<file path="config.mk">
export PLATFORM = sky130hd
export DESIGN_NAME = ext_irq_edge_and_priority
export DESIGN_NICKNAME = d
export VERILOG_FILES = /design/src/irq_pkg.sv /design/src/edge_sel_if.sv /design/src/pin_edge_detect.sv /design/src/ext_irq_edge_and_priority.sv
export SDC_FILE = /design/constraint.sdc
export NUM_CORES = 1
export LEC_CHECK = 0
export BUFFER_PORTS_ARGS = -buffer_cell sky130_fd_sc_hd__buf_2
export CAP_MARGIN = 5
export CORE_AREA = 5 5 150 152
export DETAILED_ROUTE_END_ITERATION = 8
export DIE_AREA = 0 0 155 157
export PLACE_DENSITY = 0.55
export RECOVER_POWER = 50
export SYNTH_ARGS = -nofsm -noshare
export SYNTH_HDL_FRONTEND = slang
export SYNTH_HIERARCHICAL = 1
export SYNTH_SLANG_ARGS = --single-unit
</file>
<file path="constraint.sdc">
create_clock -name mclk -period 12.1 [get_ports mclk]
set_input_delay 0 -clock mclk [delete_from_list [all_inputs] [get_ports mclk]]
set_output_delay 0 -clock mclk [all_outputs]
set_load 0.02 [all_outputs]
</file>
<file path="src/irq_pkg.sv">
// constants, register map and state encodings shared by the edge-detect
// interrupt block and its per-pin detector
// assumes an 8-bit register port and one 40 MHz clock
package irq_pkg;

   localparam int NUM_PINS = 8;
   localparam int VEC_W    = 3;
   localparam int LVL_W    = 2;

   // register map, index on reg_addr
   localparam logic [3:0] ADDR_RISE    = 4'h0;
   localparam logic [3:0] ADDR_FALL    = 4'h1;
   localparam logic [3:0] ADDR_STATUS  = 4'h2;
   localparam logic [3:0] ADDR_MASK    = 4'h3;
   localparam logic [3:0] ADDR_PRIO_LO = 4'h4;
   localparam logic [3:0] ADDR_PRIO_HI = 4'h5;
   localparam logic [3:0] ADDR_CTRL    = 4'h6;
   localparam logic [3:0] ADDR_SVC     = 4'h7;
   localparam logic [3:0] ADDR_BITOP   = 4'h8;

   // reset values
   localparam logic [7:0]  RISE_RST   = 8'h00;
   localparam logic [7:0]  FALL_RST   = 8'h00;
   localparam logic [7:0]  STATUS_RST = 8'h00;
   localparam logic [7:0]  MASK_RST   = 8'h00;
   localparam logic [15:0] PRIO_RST   = 16'hFFFF;
   localparam logic        ACK_EN_RST = 1'b0;

   // field positions
   localparam int CTRL_ACK_EN  = 0;
   localparam int BITOP_VAL    = 7;
   localparam int BITOP_FALL   = 6;
   localparam int BITOP_IDX_LO = 0;

   // priority levels, lower code is more urgent
   localparam logic [1:0] LEVEL_HIGHEST = 2'h0;
   localparam logic [1:0] LEVEL_LOWEST  = 2'h3;

   typedef enum logic [1:0] {
      ST_IDLE    = 2'b00,
      ST_SERVICE = 2'b01,
      ST_NESTED  = 2'b10,
      ST_HOLD    = 2'b11
   } svc_state_e;

endpackage : irq_pkg

</file>
<file path="src/edge_sel_if.sv">
// selection bits and detected edge between the controller and one detector
// assumes both ends run on mclk
interface edge_sel_if;
   logic rise_sel_bit;
   logic fall_sel_bit;
   logic edge_pulse;

   modport ctrl (output rise_sel_bit, output fall_sel_bit, input edge_pulse);
   modport det  (input rise_sel_bit, input fall_sel_bit, output edge_pulse);
endinterface : edge_sel_if

</file>
<file path="src/pin_edge_detect.sv">
// synchroniser and edge detector for one external interrupt pin
// assumes the pin is asynchronous to mclk; edge_pulse is one cycle long
module pin_edge_detect (
   input  wire logic mclk,
   input  wire logic sys_rst,
   input  wire logic ext_irq_pin,
   edge_sel_if.det   sel
);
   import irq_pkg::*;

   typedef struct packed {
      logic       sync1;
      logic       sync2;
      logic       prev;
      logic [2:0] armed;
      logic       pulse;
   } det_s;

   det_s st;
   det_s next_st;

   // first stage feeds only the second; armed waits until prev holds a real
   // pin level, so a pin that is high through reset gives no false edge
   always_comb begin
      next_st       = st;
      next_st.sync1 = ext_irq_pin;
      next_st.sync2 = st.sync1;
      next_st.prev  = st.sync2;
      next_st.armed = {st.armed[1:0], 1'b1};
      next_st.pulse = st.armed[2] &
                      ((sel.rise_sel_bit & st.sync2 & ~st.prev) |
                       (sel.fall_sel_bit & ~st.sync2 & st.prev));
   end

   always_ff @(posedge mclk or posedge sys_rst) begin
      if (sys_rst) begin
         st <= '0;
      end else begin
         st <= next_st;
      end
   end

   assign sel.edge_pulse = st.pulse;

   a_rise_pulse: assert property (@(posedge mclk) disable iff (sys_rst)
      (sel.rise_sel_bit && st.armed[2] && st.sync2 && !st.prev) |=> sel.edge_pulse)
      else $error("selected rising edge gave no pulse");
   a_fall_pulse: assert property (@(posedge mclk) disable iff (sys_rst)
      (sel.fall_sel_bit && st.armed[2] && !st.sync2 && st.prev) |=> sel.edge_pulse)
      else $error("selected falling edge gave no pulse");
   a_none_sel: assert property (@(posedge mclk) disable iff (sys_rst)
      (!sel.rise_sel_bit && !sel.fall_sel_bit) |=> !sel.edge_pulse)
      else $error("pulse with detection disabled");
   c_edge_seen: cover property (@(posedge mclk) disable iff (sys_rst) sel.edge_pulse);

endmodule : pin_edge_detect

</file>
<file path="src/ext_irq_edge_and_priority.sv">
// edge-selectable external interrupt controller with priority acceptance
// assumes a single-cycle register port on mclk and core handshakes on mclk
//
// Local design decisions: the register addresses and strobed register access.

// Summary of operation
// per pin, rise/fall bit pair selects none, falling, rising or both edges
// reset clears both edge-enable registers, disabling all detection
// edge-enable registers accept whole-byte writes or single-bit writes
// bit n of both edge-enable registers controls only pin n
// software clears both enable bits before giving the pin back to port use
// two-bit priority code 00 is level 0, highest, through 11, lowest
// acknowledge-enable flag 0 blocks acceptance, 1 permits it
// un-nested request waits until one main-program instruction has run
// pins are synchronised and compared with last level for one-cycle pulses
module ext_irq_edge_and_priority (
   input  wire logic                   mclk,
   input  wire logic                   sys_rst,
   input  wire logic [3:0]             reg_addr,
   input  wire logic [7:0]             reg_wdata,
   input  wire logic                   reg_wr,
   input  wire logic                   reg_rd,
   output logic      [7:0]             reg_rdata,
   input  wire logic [irq_pkg::NUM_PINS-1:0] ext_irq_pin,
   input  wire logic                   isr_return,
   input  wire logic                   insn_done,
   output logic                        ack_valid,
   output logic      [irq_pkg::VEC_W-1:0] ack_vector,
   output logic      [irq_pkg::LVL_W-1:0] ack_level,
   output logic                        in_service,
   output logic                        irq
);
   import irq_pkg::*;

   typedef struct packed {
      logic [7:0]            rise;
      logic [7:0]            fall;
      logic [7:0]            status;
      logic [7:0]            mask;
      logic [7:0][1:0]       prio;
      logic                  ack_en;
      svc_state_e            state;
      logic [LVL_W-1:0]      cur_level;
      logic [LVL_W-1:0]      saved_level;
      logic [VEC_W-1:0]      cur_vec;
      logic                  ack_valid;
      logic [VEC_W-1:0]      ack_vector;
      logic [LVL_W-1:0]      ack_level;
      logic [7:0]            rdata;
   } ctrl_s;

   ctrl_s st;
   ctrl_s next_st;

   logic [NUM_PINS-1:0] edges;
   logic [NUM_PINS-1:0] pend;
   logic                cand_ok;
   logic [VEC_W-1:0]    cand_vec;
   logic [LVL_W-1:0]    cand_lvl;
   logic [7:0]          clr;
   logic [7:0]          take;
   logic [VEC_W-1:0]    bit_idx;

   edge_sel_if esel [NUM_PINS] ();

   // one detector per pin; the selection pair of pin n goes to pin n only
   for (genvar g = 0; g < NUM_PINS; g++) begin : g_pin
      assign esel[g].rise_sel_bit = st.rise[g];
      assign esel[g].fall_sel_bit = st.fall[g];
      assign edges[g]             = esel[g].edge_pulse;

      pin_edge_detect u_det (
         .mclk        (mclk),
         .sys_rst     (sys_rst),
         .ext_irq_pin (ext_irq_pin[g]),
         .sel         (esel[g])
      );
   end

   assign pend    = st.status & st.mask;
   assign bit_idx = reg_wdata[BITOP_IDX_LO +: VEC_W];

   // most urgent pending request; ties go to the lower pin number
   always_comb begin
      cand_ok  = 1'b0;
      cand_vec = '0;
      cand_lvl = LEVEL_LOWEST;
      for (int i = NUM_PINS - 1; i >= 0; i--) begin
         if (pend[i] && (!cand_ok || st.prio[i] <= cand_lvl)) begin
            cand_ok  = 1'b1;
            cand_vec = VEC_W'(i);
            cand_lvl = st.prio[i];
         end
      end
   end

   // register writes, acceptance sequencer and read mux
   always_comb begin
      next_st           = st;
      next_st.ack_valid = 1'b0;
      next_st.rdata     = 8'h00;
      clr               = 8'h00;
      take              = 8'h00;

      if (reg_wr) begin
         case (reg_addr)
            ADDR_RISE:    next_st.rise = reg_wdata;
            ADDR_FALL:    next_st.fall = reg_wdata;
            ADDR_STATUS:  clr = reg_wdata;
            ADDR_MASK:    next_st.mask = reg_wdata;
            ADDR_PRIO_LO: next_st.prio[3:0] = reg_wdata;
            ADDR_PRIO_HI: next_st.prio[7:4] = reg_wdata;
            ADDR_CTRL:    next_st.ack_en = reg_wdata[CTRL_ACK_EN];
            ADDR_BITOP: begin
               // single-bit update, the other seven bits keep their value
               if (reg_wdata[BITOP_FALL]) begin
                  next_st.fall[bit_idx] = reg_wdata[BITOP_VAL];
               end else begin
                  next_st.rise[bit_idx] = reg_wdata[BITOP_VAL];
               end
            end
            default: ;
         endcase
      end

      // acceptance clears the flag, so the routine runs un-nested by default
      case (st.state)
         ST_IDLE: begin
            if (st.ack_en && cand_ok) begin
               take[cand_vec]     = 1'b1;
               next_st.ack_en     = 1'b0;
               next_st.ack_valid  = 1'b1;
               next_st.ack_vector = cand_vec;
               next_st.ack_level  = cand_lvl;
               next_st.cur_vec    = cand_vec;
               next_st.cur_level  = cand_lvl;
               next_st.state      = ST_SERVICE;
            end
         end
         ST_SERVICE: begin
            if (isr_return) begin
               next_st.ack_en = 1'b1;
               next_st.state  = ST_HOLD;
            end else if (st.ack_en && cand_ok && cand_lvl < st.cur_level) begin
               // routine re-enabled: only a more urgent level may nest
               take[cand_vec]      = 1'b1;
               next_st.ack_en      = 1'b0;
               next_st.ack_valid   = 1'b1;
               next_st.ack_vector  = cand_vec;
               next_st.ack_level   = cand_lvl;
               next_st.saved_level = st.cur_level;
               next_st.cur_vec     = cand_vec;
               next_st.cur_level   = cand_lvl;
               next_st.state       = ST_NESTED;
            end
         end
         ST_NESTED: begin
            // one nesting level only; deeper requests wait
            if (isr_return) begin
               next_st.ack_en    = 1'b1;
               next_st.cur_level = st.saved_level;
               next_st.state     = ST_SERVICE;
            end
         end
         ST_HOLD: begin
            if (insn_done) begin
               next_st.state = ST_IDLE;
            end
         end
         default: next_st.state = ST_IDLE;
      endcase

      // a new edge wins over a clear in the same cycle
      next_st.status = (st.status & ~clr & ~take) | edges;

      if (reg_rd) begin
         case (reg_addr)
            ADDR_RISE:    next_st.rdata = st.rise;
            ADDR_FALL:    next_st.rdata = st.fall;
            ADDR_STATUS:  next_st.rdata = st.status;
            ADDR_MASK:    next_st.rdata = st.mask;
            ADDR_PRIO_LO: next_st.rdata = st.prio[3:0];
            ADDR_PRIO_HI: next_st.rdata = st.prio[7:4];
            ADDR_CTRL:    next_st.rdata = {7'h00, st.ack_en};
            ADDR_SVC:     next_st.rdata = {1'b0, st.state, st.cur_level, st.cur_vec};
            default:      next_st.rdata = 8'h00;
         endcase
      end
   end

   // state register; reset disables every edge and blocks acceptance
   always_ff @(posedge mclk or posedge sys_rst) begin
      if (sys_rst) begin
         st             <= '0;
         st.rise        <= RISE_RST;
         st.fall        <= FALL_RST;
         st.status      <= STATUS_RST;
         st.mask        <= MASK_RST;
         st.prio        <= PRIO_RST;
         st.ack_en      <= ACK_EN_RST;
         st.state       <= ST_IDLE;
         st.cur_level   <= LEVEL_LOWEST;
         st.saved_level <= LEVEL_LOWEST;
      end else begin
         st <= next_st;
      end
   end

   // outputs straight from the state copy
   assign reg_rdata  = st.rdata;
   assign ack_valid  = st.ack_valid;
   assign ack_vector = st.ack_vector;
   assign ack_level  = st.ack_level;
   assign in_service = (st.state == ST_SERVICE) || (st.state == ST_NESTED);
   assign irq        = |pend;   // level, high while an unmasked flag stands

   // helper copies for the checks below
   logic [1:0] prio_prev;
   always_ff @(posedge mclk or posedge sys_rst) begin
      if (sys_rst) begin
         prio_prev <= LEVEL_LOWEST;
      end else begin
         prio_prev <= st.prio[cand_vec];
      end
   end

   // independent view of the winner: no pending request may beat it
   logic [NUM_PINS-1:0] beats_cand;
   always_comb begin
      beats_cand = '0;
      for (int i = 0; i < NUM_PINS; i++) begin
         beats_cand[i] = pend[i] &&
                         ((st.prio[i] < cand_lvl) ||
                          (st.prio[i] == cand_lvl && VEC_W'(i) < cand_vec));
      end
   end

   a_most_urgent: assert property (@(posedge mclk) disable iff (sys_rst)
      cand_ok |-> (beats_cand == '0 && pend[cand_vec]))
      else $error("candidate is not the most urgent pending request");

   a_nest_lower: assert property (@(posedge mclk) disable iff (sys_rst)
      (ack_valid && st.state == ST_NESTED) |-> (ack_level < st.saved_level))
      else $error("nested request not more urgent than the outer one");

   a_disabled_blocks: assert property (@(posedge mclk) disable iff (sys_rst)
      !st.ack_en |=> !ack_valid)
      else $error("acceptance while the acknowledge flag was clear");

   a_nested_none: assert property (@(posedge mclk) disable iff (sys_rst)
      (st.state == ST_NESTED) |=> !ack_valid)
      else $error("second nesting level accepted");

   a_return_enables: assert property (@(posedge mclk) disable iff (sys_rst)
      (st.state == ST_SERVICE && isr_return) |=> (st.state == ST_HOLD && st.ack_en))
      else $error("return did not hold and re-enable acknowledge");

   a_fall_write: assert property (@(posedge mclk) disable iff (sys_rst)
      (reg_wr && reg_addr == ADDR_FALL) |=> st.fall == $past(reg_wdata))
      else $error("byte write to falling enables lost");

   a_fall_bit: assert property (@(posedge mclk) disable iff (sys_rst)
      (reg_wr && reg_addr == ADDR_BITOP && reg_wdata[BITOP_FALL])
      |=> st.rise == $past(st.rise) &&
          st.fall[$past(bit_idx)] == $past(reg_wdata[BITOP_VAL]) &&
          ((st.fall ^ $past(st.fall)) & ~(8'h01 << $past(bit_idx))) == 8'h00)
      else $error("single-bit write disturbed falling enables");

   a_reset_clears: assert property (@(posedge mclk)
      $past(sys_rst) |-> (st.rise == RISE_RST && st.fall == FALL_RST))
      else $error("edge enables not cleared by reset");

   a_byte_write: assert property (@(posedge mclk) disable iff (sys_rst)
      (reg_wr && reg_addr == ADDR_RISE) |=> st.rise == $past(reg_wdata))
      else $error("byte write to rising enables lost");

   a_bit_write: assert property (@(posedge mclk) disable iff (sys_rst)
      (reg_wr && reg_addr == ADDR_BITOP && !reg_wdata[BITOP_FALL])
      |=> st.fall == $past(st.fall) &&
          st.rise[$past(bit_idx)] == $past(reg_wdata[BITOP_VAL]) &&
          ((st.rise ^ $past(st.rise)) & ~(8'h01 << $past(bit_idx))) == 8'h00)
      else $error("single-bit write disturbed other bits");

   a_ack_needs_en: assert property (@(posedge mclk) disable iff (sys_rst)
      ack_valid |-> ($past(st.ack_en) && !st.ack_en))
      else $error("request accepted while acknowledge disabled");

   a_ack_level: assert property (@(posedge mclk) disable iff (sys_rst)
      ack_valid |-> ack_level == prio_prev)
      else $error("accepted level does not match priority field");

   a_hold_wait: assert property (@(posedge mclk) disable iff (sys_rst)
      (st.state == ST_SERVICE && isr_return) |=> !ack_valid ##1 !ack_valid)
      else $error("request accepted straight after return");

   a_hold_insn: assert property (@(posedge mclk) disable iff (sys_rst)
      (st.state == ST_HOLD && !insn_done) |=> (st.state == ST_HOLD && !ack_valid))
      else $error("hold left without a main-program instruction");

   a_edge_sets: assert property (@(posedge mclk) disable iff (sys_rst)
      (edges != 8'h00) |=> (st.status & $past(edges)) == $past(edges))
      else $error("detected edge did not set its flag");

   c_accept:  cover property (@(posedge mclk) disable iff (sys_rst) ack_valid);
   c_nest:    cover property (@(posedge mclk) disable iff (sys_rst)
      st.state == ST_NESTED);
   c_release: cover property (@(posedge mclk) disable iff (sys_rst)
      st.state == ST_HOLD ##1 st.state == ST_IDLE);

endmodule : ext_irq_edge_and_priority

</file>
### Word-level counts from Yosys, hierarchy flattened

Index checks and enable logic that the tools add are counted.

| word-level totals | value |
|---|---|
| input port bits | 26 |
| word-level logic and storage cells | 260 |
| output and inout bits | 16 |
| bits in registers | 128 |

| cells by class | value |
|---|---|
| bitwise gates (word level) | 71 |
| reductions and logical operators | 42 |
| eq/ne operators | 19 |
| multiplexer cells | 55 |
| $lt $le $gt $ge | 12 |

Operators by type and width:

| kind | number |
|---|---|
| $mux 8 | 8 |
| $pmux 8 s8 | 1 |
| $pmux 8 s2 | 3 |
| $and 1x1->1 | 40 |
| $mux 3 | 9 |
| $and 8x8->8 | 3 |
| $mux 2 | 9 |
| $pmux 9 s2 | 1 |
| $not 1->1 | 17 |
| $bwmux 8 | 2 |
| $eq 4x3->1 const B | 4 |
| $mux 16 | 1 |
| $not 8->8 | 2 |
| $le 2x2->1 | 7 |
| $ne 2x2->1 const B | 7 |
| $mux 13 | 1 |
| $mux 1 | 12 |
| $logic_and 1x1->1 | 11 |
| $mux 5 | 2 |
| $mux 9 | 1 |
| $reduce_and 3->1 | 3 |
| $eq 4x2->1 const B | 2 |
| $logic_or 1x1->1 | 8 |
| $lt 3x4->1 const B | 2 |
| other kinds (22) | 43 |

### Logic depth before layout (Yosys ltp)

| depth | value |
|---|---|
| depth after elaboration | 40 |
| mapped depth | 52 |
| gate-level depth less buffers | 52 |

### Hierarchy

The synthesis kept the hierarchy.

Modules (own cells, without submodules):

| module | area each (µm²) | seq. area each (µm²) | cells an instance | times used |
|---|---|---|---|---|
| ext_irq_edge_and_priority | 4516.8 | 1751.7 | 517 | 1 |
| pin_edge_detect | 203.9 | 175.2 | 12 | 8 |

### Least setup slack after synthesis

No wires, ideal clock.

| path | value |
|---|---|
| path kind | register -> register |
| start | reg st[47] (netlist bit) |
| end | reg st[14] (netlist bit) |
| arrival | 9.300 ns |
| buffers on the path | 0 |
| clock period less this slack | 9.428 ns |
| required time | 11.972 ns |
| setup time | 0.128 ns |
| path slack | 2.672 ns |
| stages on the path, launching flop included | 47 |
| cell sequence | dfrtp_1 nand2_1 or2_2 ha_1 nand2_1 o2111a_1 o21a_1 or2_2 ha_1 nor2b_1 o211ai_1 and2_1 o31a_1 inv_1 ha_1 nand2_1 o21ai_0 o21ai_0 (+11 left out) nor2b_1 a2bb2oi_1 o21a_1 o21ai_1 a211oi_1 o21bai_1 ha_1 inv_1 a21oi_1 a21oi_1 a21o_1 and2_1 a21oi_1 ha_1 o211ai_2 nand2_2 o22ai_4 mux2_1 |

| between the ends | value |
|---|---|
| longest elaborated chain between the ends | 34 |
| elaborated cells on any way between the ends | 63 |
| classes of those cells | order compare (8); eq/ne (2); mux (28); bitwise (1); reduce/logical (24) |

Ends and longest elaborated chain:

| item | RTL line | RTL |
|---|---|---|
| start, declared | ext_irq_edge_and_priority.sv:52 | `ctrl_s st;` |
| start signal, assigned | ext_irq_edge_and_priority.sv:205 | `st <= next_st;` |
| $and 8x8->8 (*) | ext_irq_edge_and_priority.sv:80 | `assign pend = st.status & st.mask;` |
| $mux 2 / $mux 1 (equally long branches) | ext_irq_edge_and_priority.sv:89 | `if (pend[i] && (!cand_ok \|\| st.prio[i] <= cand_lvl)) begin` |
| $le 2x2->1 / $logic_not 1->1 (equally long branches) | ext_irq_edge_and_priority.sv:89 |  |
| $logic_or 1x1->1 | ext_irq_edge_and_priority.sv:89 |  |
| $logic_and 1x1->1 | ext_irq_edge_and_priority.sv:89 |  |
| $mux 2 / $mux 1 (equally long branches) | ext_irq_edge_and_priority.sv:89 |  |
| $le 2x2->1 / $logic_not 1->1 (equally long branches) | ext_irq_edge_and_priority.sv:89 |  |
| $logic_or 1x1->1 | ext_irq_edge_and_priority.sv:89 |  |
| (+18 left out) | -- |  |
| $le 2x2->1 / $logic_not 1->1 (equally long branches) | ext_irq_edge_and_priority.sv:89 |  |
| $logic_or 1x1->1 | ext_irq_edge_and_priority.sv:89 |  |
| $logic_and 1x1->1 | ext_irq_edge_and_priority.sv:89 |  |
| $mux 2 / $mux 1 (equally long branches) | ext_irq_edge_and_priority.sv:89 |  |
| $lt 2x2->1 / $logic_and 1x1->1 (equally long branches) | ext_irq_edge_and_priority.sv:144, ext_irq_edge_and_priority.sv:129 |  |
| $logic_and 1x1->1 | ext_irq_edge_and_priority.sv:144 | `end else if (st.ack_en && cand_ok && cand_lvl < st.cur_level) begin` |
| $ne 2x2->1 (no source line) | -- |  |
| $reduce_and 4->1 (no source line) | -- |  |

Every way passes the cells marked *; elsewhere a longest branch is shown, timed or not. The select of a mux whose other input is x is not followed.
A chain may end at the register's enable or synchronous reset.

==> flow_metrics.py <==
metrics = {
    "worst_setup_path": {
        "crit_buf_inv": 3,
        "cp_max_fo": 9,
        "cp-end-kind": "register",
        "cp-start-kind": "register",
        "slowest_delay_ns": 0.59,
        "crit_path_top_delay_cell": "o21ai_0",
        "cpLargestDelayFamily": "compound AO/OA/AOI/OAI gates",
        "crit_type": "register to register",
        "arrival_ns": 11.23,
        "cp_common_cell": "ha_1",
        "worstPathRequired_ns": 12.37,
    },
    "clock_network": {
        "postCtsHoldBufs": 18,
        "cts_sinks": 125,
        "cts_tree": "done",
        "post_cts_resized": 0,
        "cts-root-buf": "clkbuf_16",
        "clock_path_buffers": 2,
        "clkTransAtPathRegs_ns": 0.06,
        "cts_buffers": 17,
        "htreeDepth": 4,
        "post-cts-setup-buffers": 0,
        "clock_latency_ns": 0.43,
    },
    "place": {
        "hpwlAfterDp_um": 12000,
        "routabilityCongestion": 0.894,
        "place_inst": 895,
        "port_buffers": 41,
    },
    "grt": {
        "grt.overflow.total": 0,
        "grt_usage_pct": 14.0,
        "grt_pass1_vias": 4670,
        "grt_max_degree": 70,
        "grt_pass1_wl_um": 26100,
        "antenna_found_initial": 1,
    },
    "drt": {
        "wl_met3_um": 828,
        "drc": 0,
        "routed_wl_um": 16500,
        "wl_met1_um": 8040,
        "wl_met2_um": 7290,
        "vias_per_cell": 4.97,
        "maxUsedRoutingLayer": "met5",
        "first_pass_iters": 6,
        "wl_per_cell_um": 17.4,
        "vias": 4701,
        "antenna_left": 0,
        "drtIter0Drc": 375,
    },
    "floorplanning": {
        "fp.coreArea_um2": 20900,
        "die_y_um": 157,
        "initial_core_util_pct": 29.4,
        "row_count": 53,
        "dieArea_um2": 24300,
        "die_x_um": 155,
        "boundaryPins": 42,
    },
    "synthesis": {
        "synth_area_per_cell_um2": 10.0,
        "yosys_most_used_dff": "dfrtp_1",
        "synth-seq-cells": 125,
        "ys_types": 56,
        "syn_nets": 658,
        "synthesis.area_um2": 6150,
        "synthArstFlopShare_pct": 100,
        "yosys_warnings": 6,
        "syn_inst": 613,
        "yosysSeqAreaShare_pct": 51.3,
        "synth_enable_flop_cells": 0,
    },
    "timing": {
        "fmax_mhz": 91.2,
        "rsz0062_at_grt": "false",
        "hold_violations": 0,
        "slew_headroom_pct": -155,
        "finClkSkew_ns": 0.0117,
        "fin_crit_ns": 10.96,
        "tightestPinTransition_ns": 3.83,
        "setup_viol": 0,
        "slew_violations": 70,
        "fin_tns_setup_ns": 0,
        "min_period_over_period_pct": 90.6,
    },
    "final_layout": {
        "fin_cells": 946,
        "syn2layout_area_growth_pct": 18.9,
        "nNetsFinal": 702,
        "final_common_cell": "dfrtp_1",
        "final_cell_mix": "105 x dfrtp_1, 64 x nand2_1, 49 x nor2_1, 46 x a21oi_1, 34 x inv_1",
        "drive_gt1_share_pct": 16.1,
    },
    "power_and_ir_drop": {
        "powerDensity_nw_per_um2": 237,
        "p_leak_nw": 3.16,
        "ir_drop_mv": 0.119,
    },
    "run_status": {
        "violations": "capacitance limit, slew limit",
        "outcome": "finished with violations",
    },
    "flow_run": {
        "drv_cap": 1,
    },
    "min_path": {
        "min_path_type": "input port to register",
    },
}
[power by group]
part | switching, mW | leakage (nW) | total (mW) | internal, mW
Clock | 0.213 | 0.300 | 0.544 | 0.331
Sequential | 0.0831 | 1.47 | 0.587 | 0.504
Combinational | 0.365 | 1.38 | 0.603 | 0.238
Total | 0.660 | 3.16 | 1.73 | 1.07
[kinds of logic (layout without fill, tap and decap cells)]
logic type / count (synthesis) / in the layout / synth area share [%]
AO/OA/AOI/OAI: 143 / 143 / 14.8
adder cells (fa/ha/maj): 19 / 19 / 3.87
buffers and inverters: 70 / 127 / 5.07
flip-flops: 125 / 125 / 51.3
multiplexers: 42 / 42 / 7.90
other: 8 / 9 / 0.488
AND/OR/NAND/NOR: 206 / 206 / 16.6
[layer usage]
metal / vias up / track usage [%]
met4: 2 / 5.05
met2: 120 / 21.0
li1: 2256 / -
met5: - / 0
met1: 2298 / 19.5
met3: 25 / 3.68
[layout make-up]
cell class / count / area [µm²]
Fill cell: 2111 / 13600
Antenna cell: 1 / 2.50
Timing Repair Buffer: 60 / 370
Inverter: 35 / 131
Sequential cell: 125 / 3150
Tap cell: 275 / 344
Clock buffer: 17 / 425
Clock inverter: 15 / 198
Multi-Input combinational cell: 418 / 2680
[per-stage QoR]
stage | util (%) | power (mW) | setup slack, ns | area [µm²] | hold slack [ns]
6_report | 35.0 | 1.73 | 1.14 | 7310 | 0.0251
5_1_grt | 35.0 | 1.84 | 0.403 | 7310 | 0.0767
4_1_cts | 35.1 | 1.74 | 1.26 | 7330 | 0.00496
3_5_place_dp | 31.2 | 1.18 | 1.34 | 6530 | 0.0516
3_3_place_gp | 31.2 | 1.18 | 1.66 | 6530 | 0.0495
2_1_floorplan | - | 1.02 | 2.67 | 6150 | -0.197
[synthesized netlist by cell type (all sizes together), types with 17 or more instances]
cell	count	area share, %
ha	19	3.9
a31oi	18	1.8
o21ai	34	2.8
nor2	51	3.2
a21oi	46	3.7
nand2	65	4.0
dfrtp	105	43
clkbuf	19	1.2
mux2	22	4.0
dfstp	20	8.5
nand4b	17	2.4
inv	35	2.1
mux2i	17	2.8
[sequential cells by signal (all words and copies together), names as in the netlist]
| signal | flops |
|---|---|
| st | 42 |
| esel.fall_sel_bit | 8 |
| g_pin.u_det/sel.edge_pulse | 8 |
| g_pin.u_det/next_st | 32 |
| reg_rdata | 8 |
| ack_level | 2 |
| ack_valid | 1 |
| esel.rise_sel_bit | 8 |
| g_pin.u_det/st | 16 |
[final timing paths]
kind / end / depth (start not counted) / slack, ns / startpoint
setup / recovery: st[55]$_DFF_PP0_ / 47 / 1.14 / st[55]$_DFF_PP0_
hold / removal: st[22]$_DFFE_PP0P_ / 5 / 0.03 / insn_done
min in group asynchronous: g_pin[5].u_det/next_st[2]$_DFF_PP0_ / 3 / 0.24 / sys_rst
hold reg to reg: g_pin[6].u_det/st[3]$_DFF_PP0_ / 0 / 0.35 / g_pin[6].u_det/next_st[3]$_DFF_PP0_
max in group asynchronous: reg_rdata[1]$_DFF_PP0_ / 4 / 8.14 / sys_rst
setup reg to reg: st[55]$_DFF_PP0_ / 47 / 1.14 / st[55]$_DFF_PP0_
[worst reg2reg max path, delay by kind of cell, from the launching register on]
family	cells	cell delay, ns
AO/OA/AOI/OAI	23	5.96
multiplexers	1	0.20
buffers and inverters	3	0.16
adder cells (fa/ha/maj)	8	2.11
AND/OR/NAND/NOR	12	1.90
flip-flops	1	0.46
No activity file was read; power rests on OpenSTA's default activity.
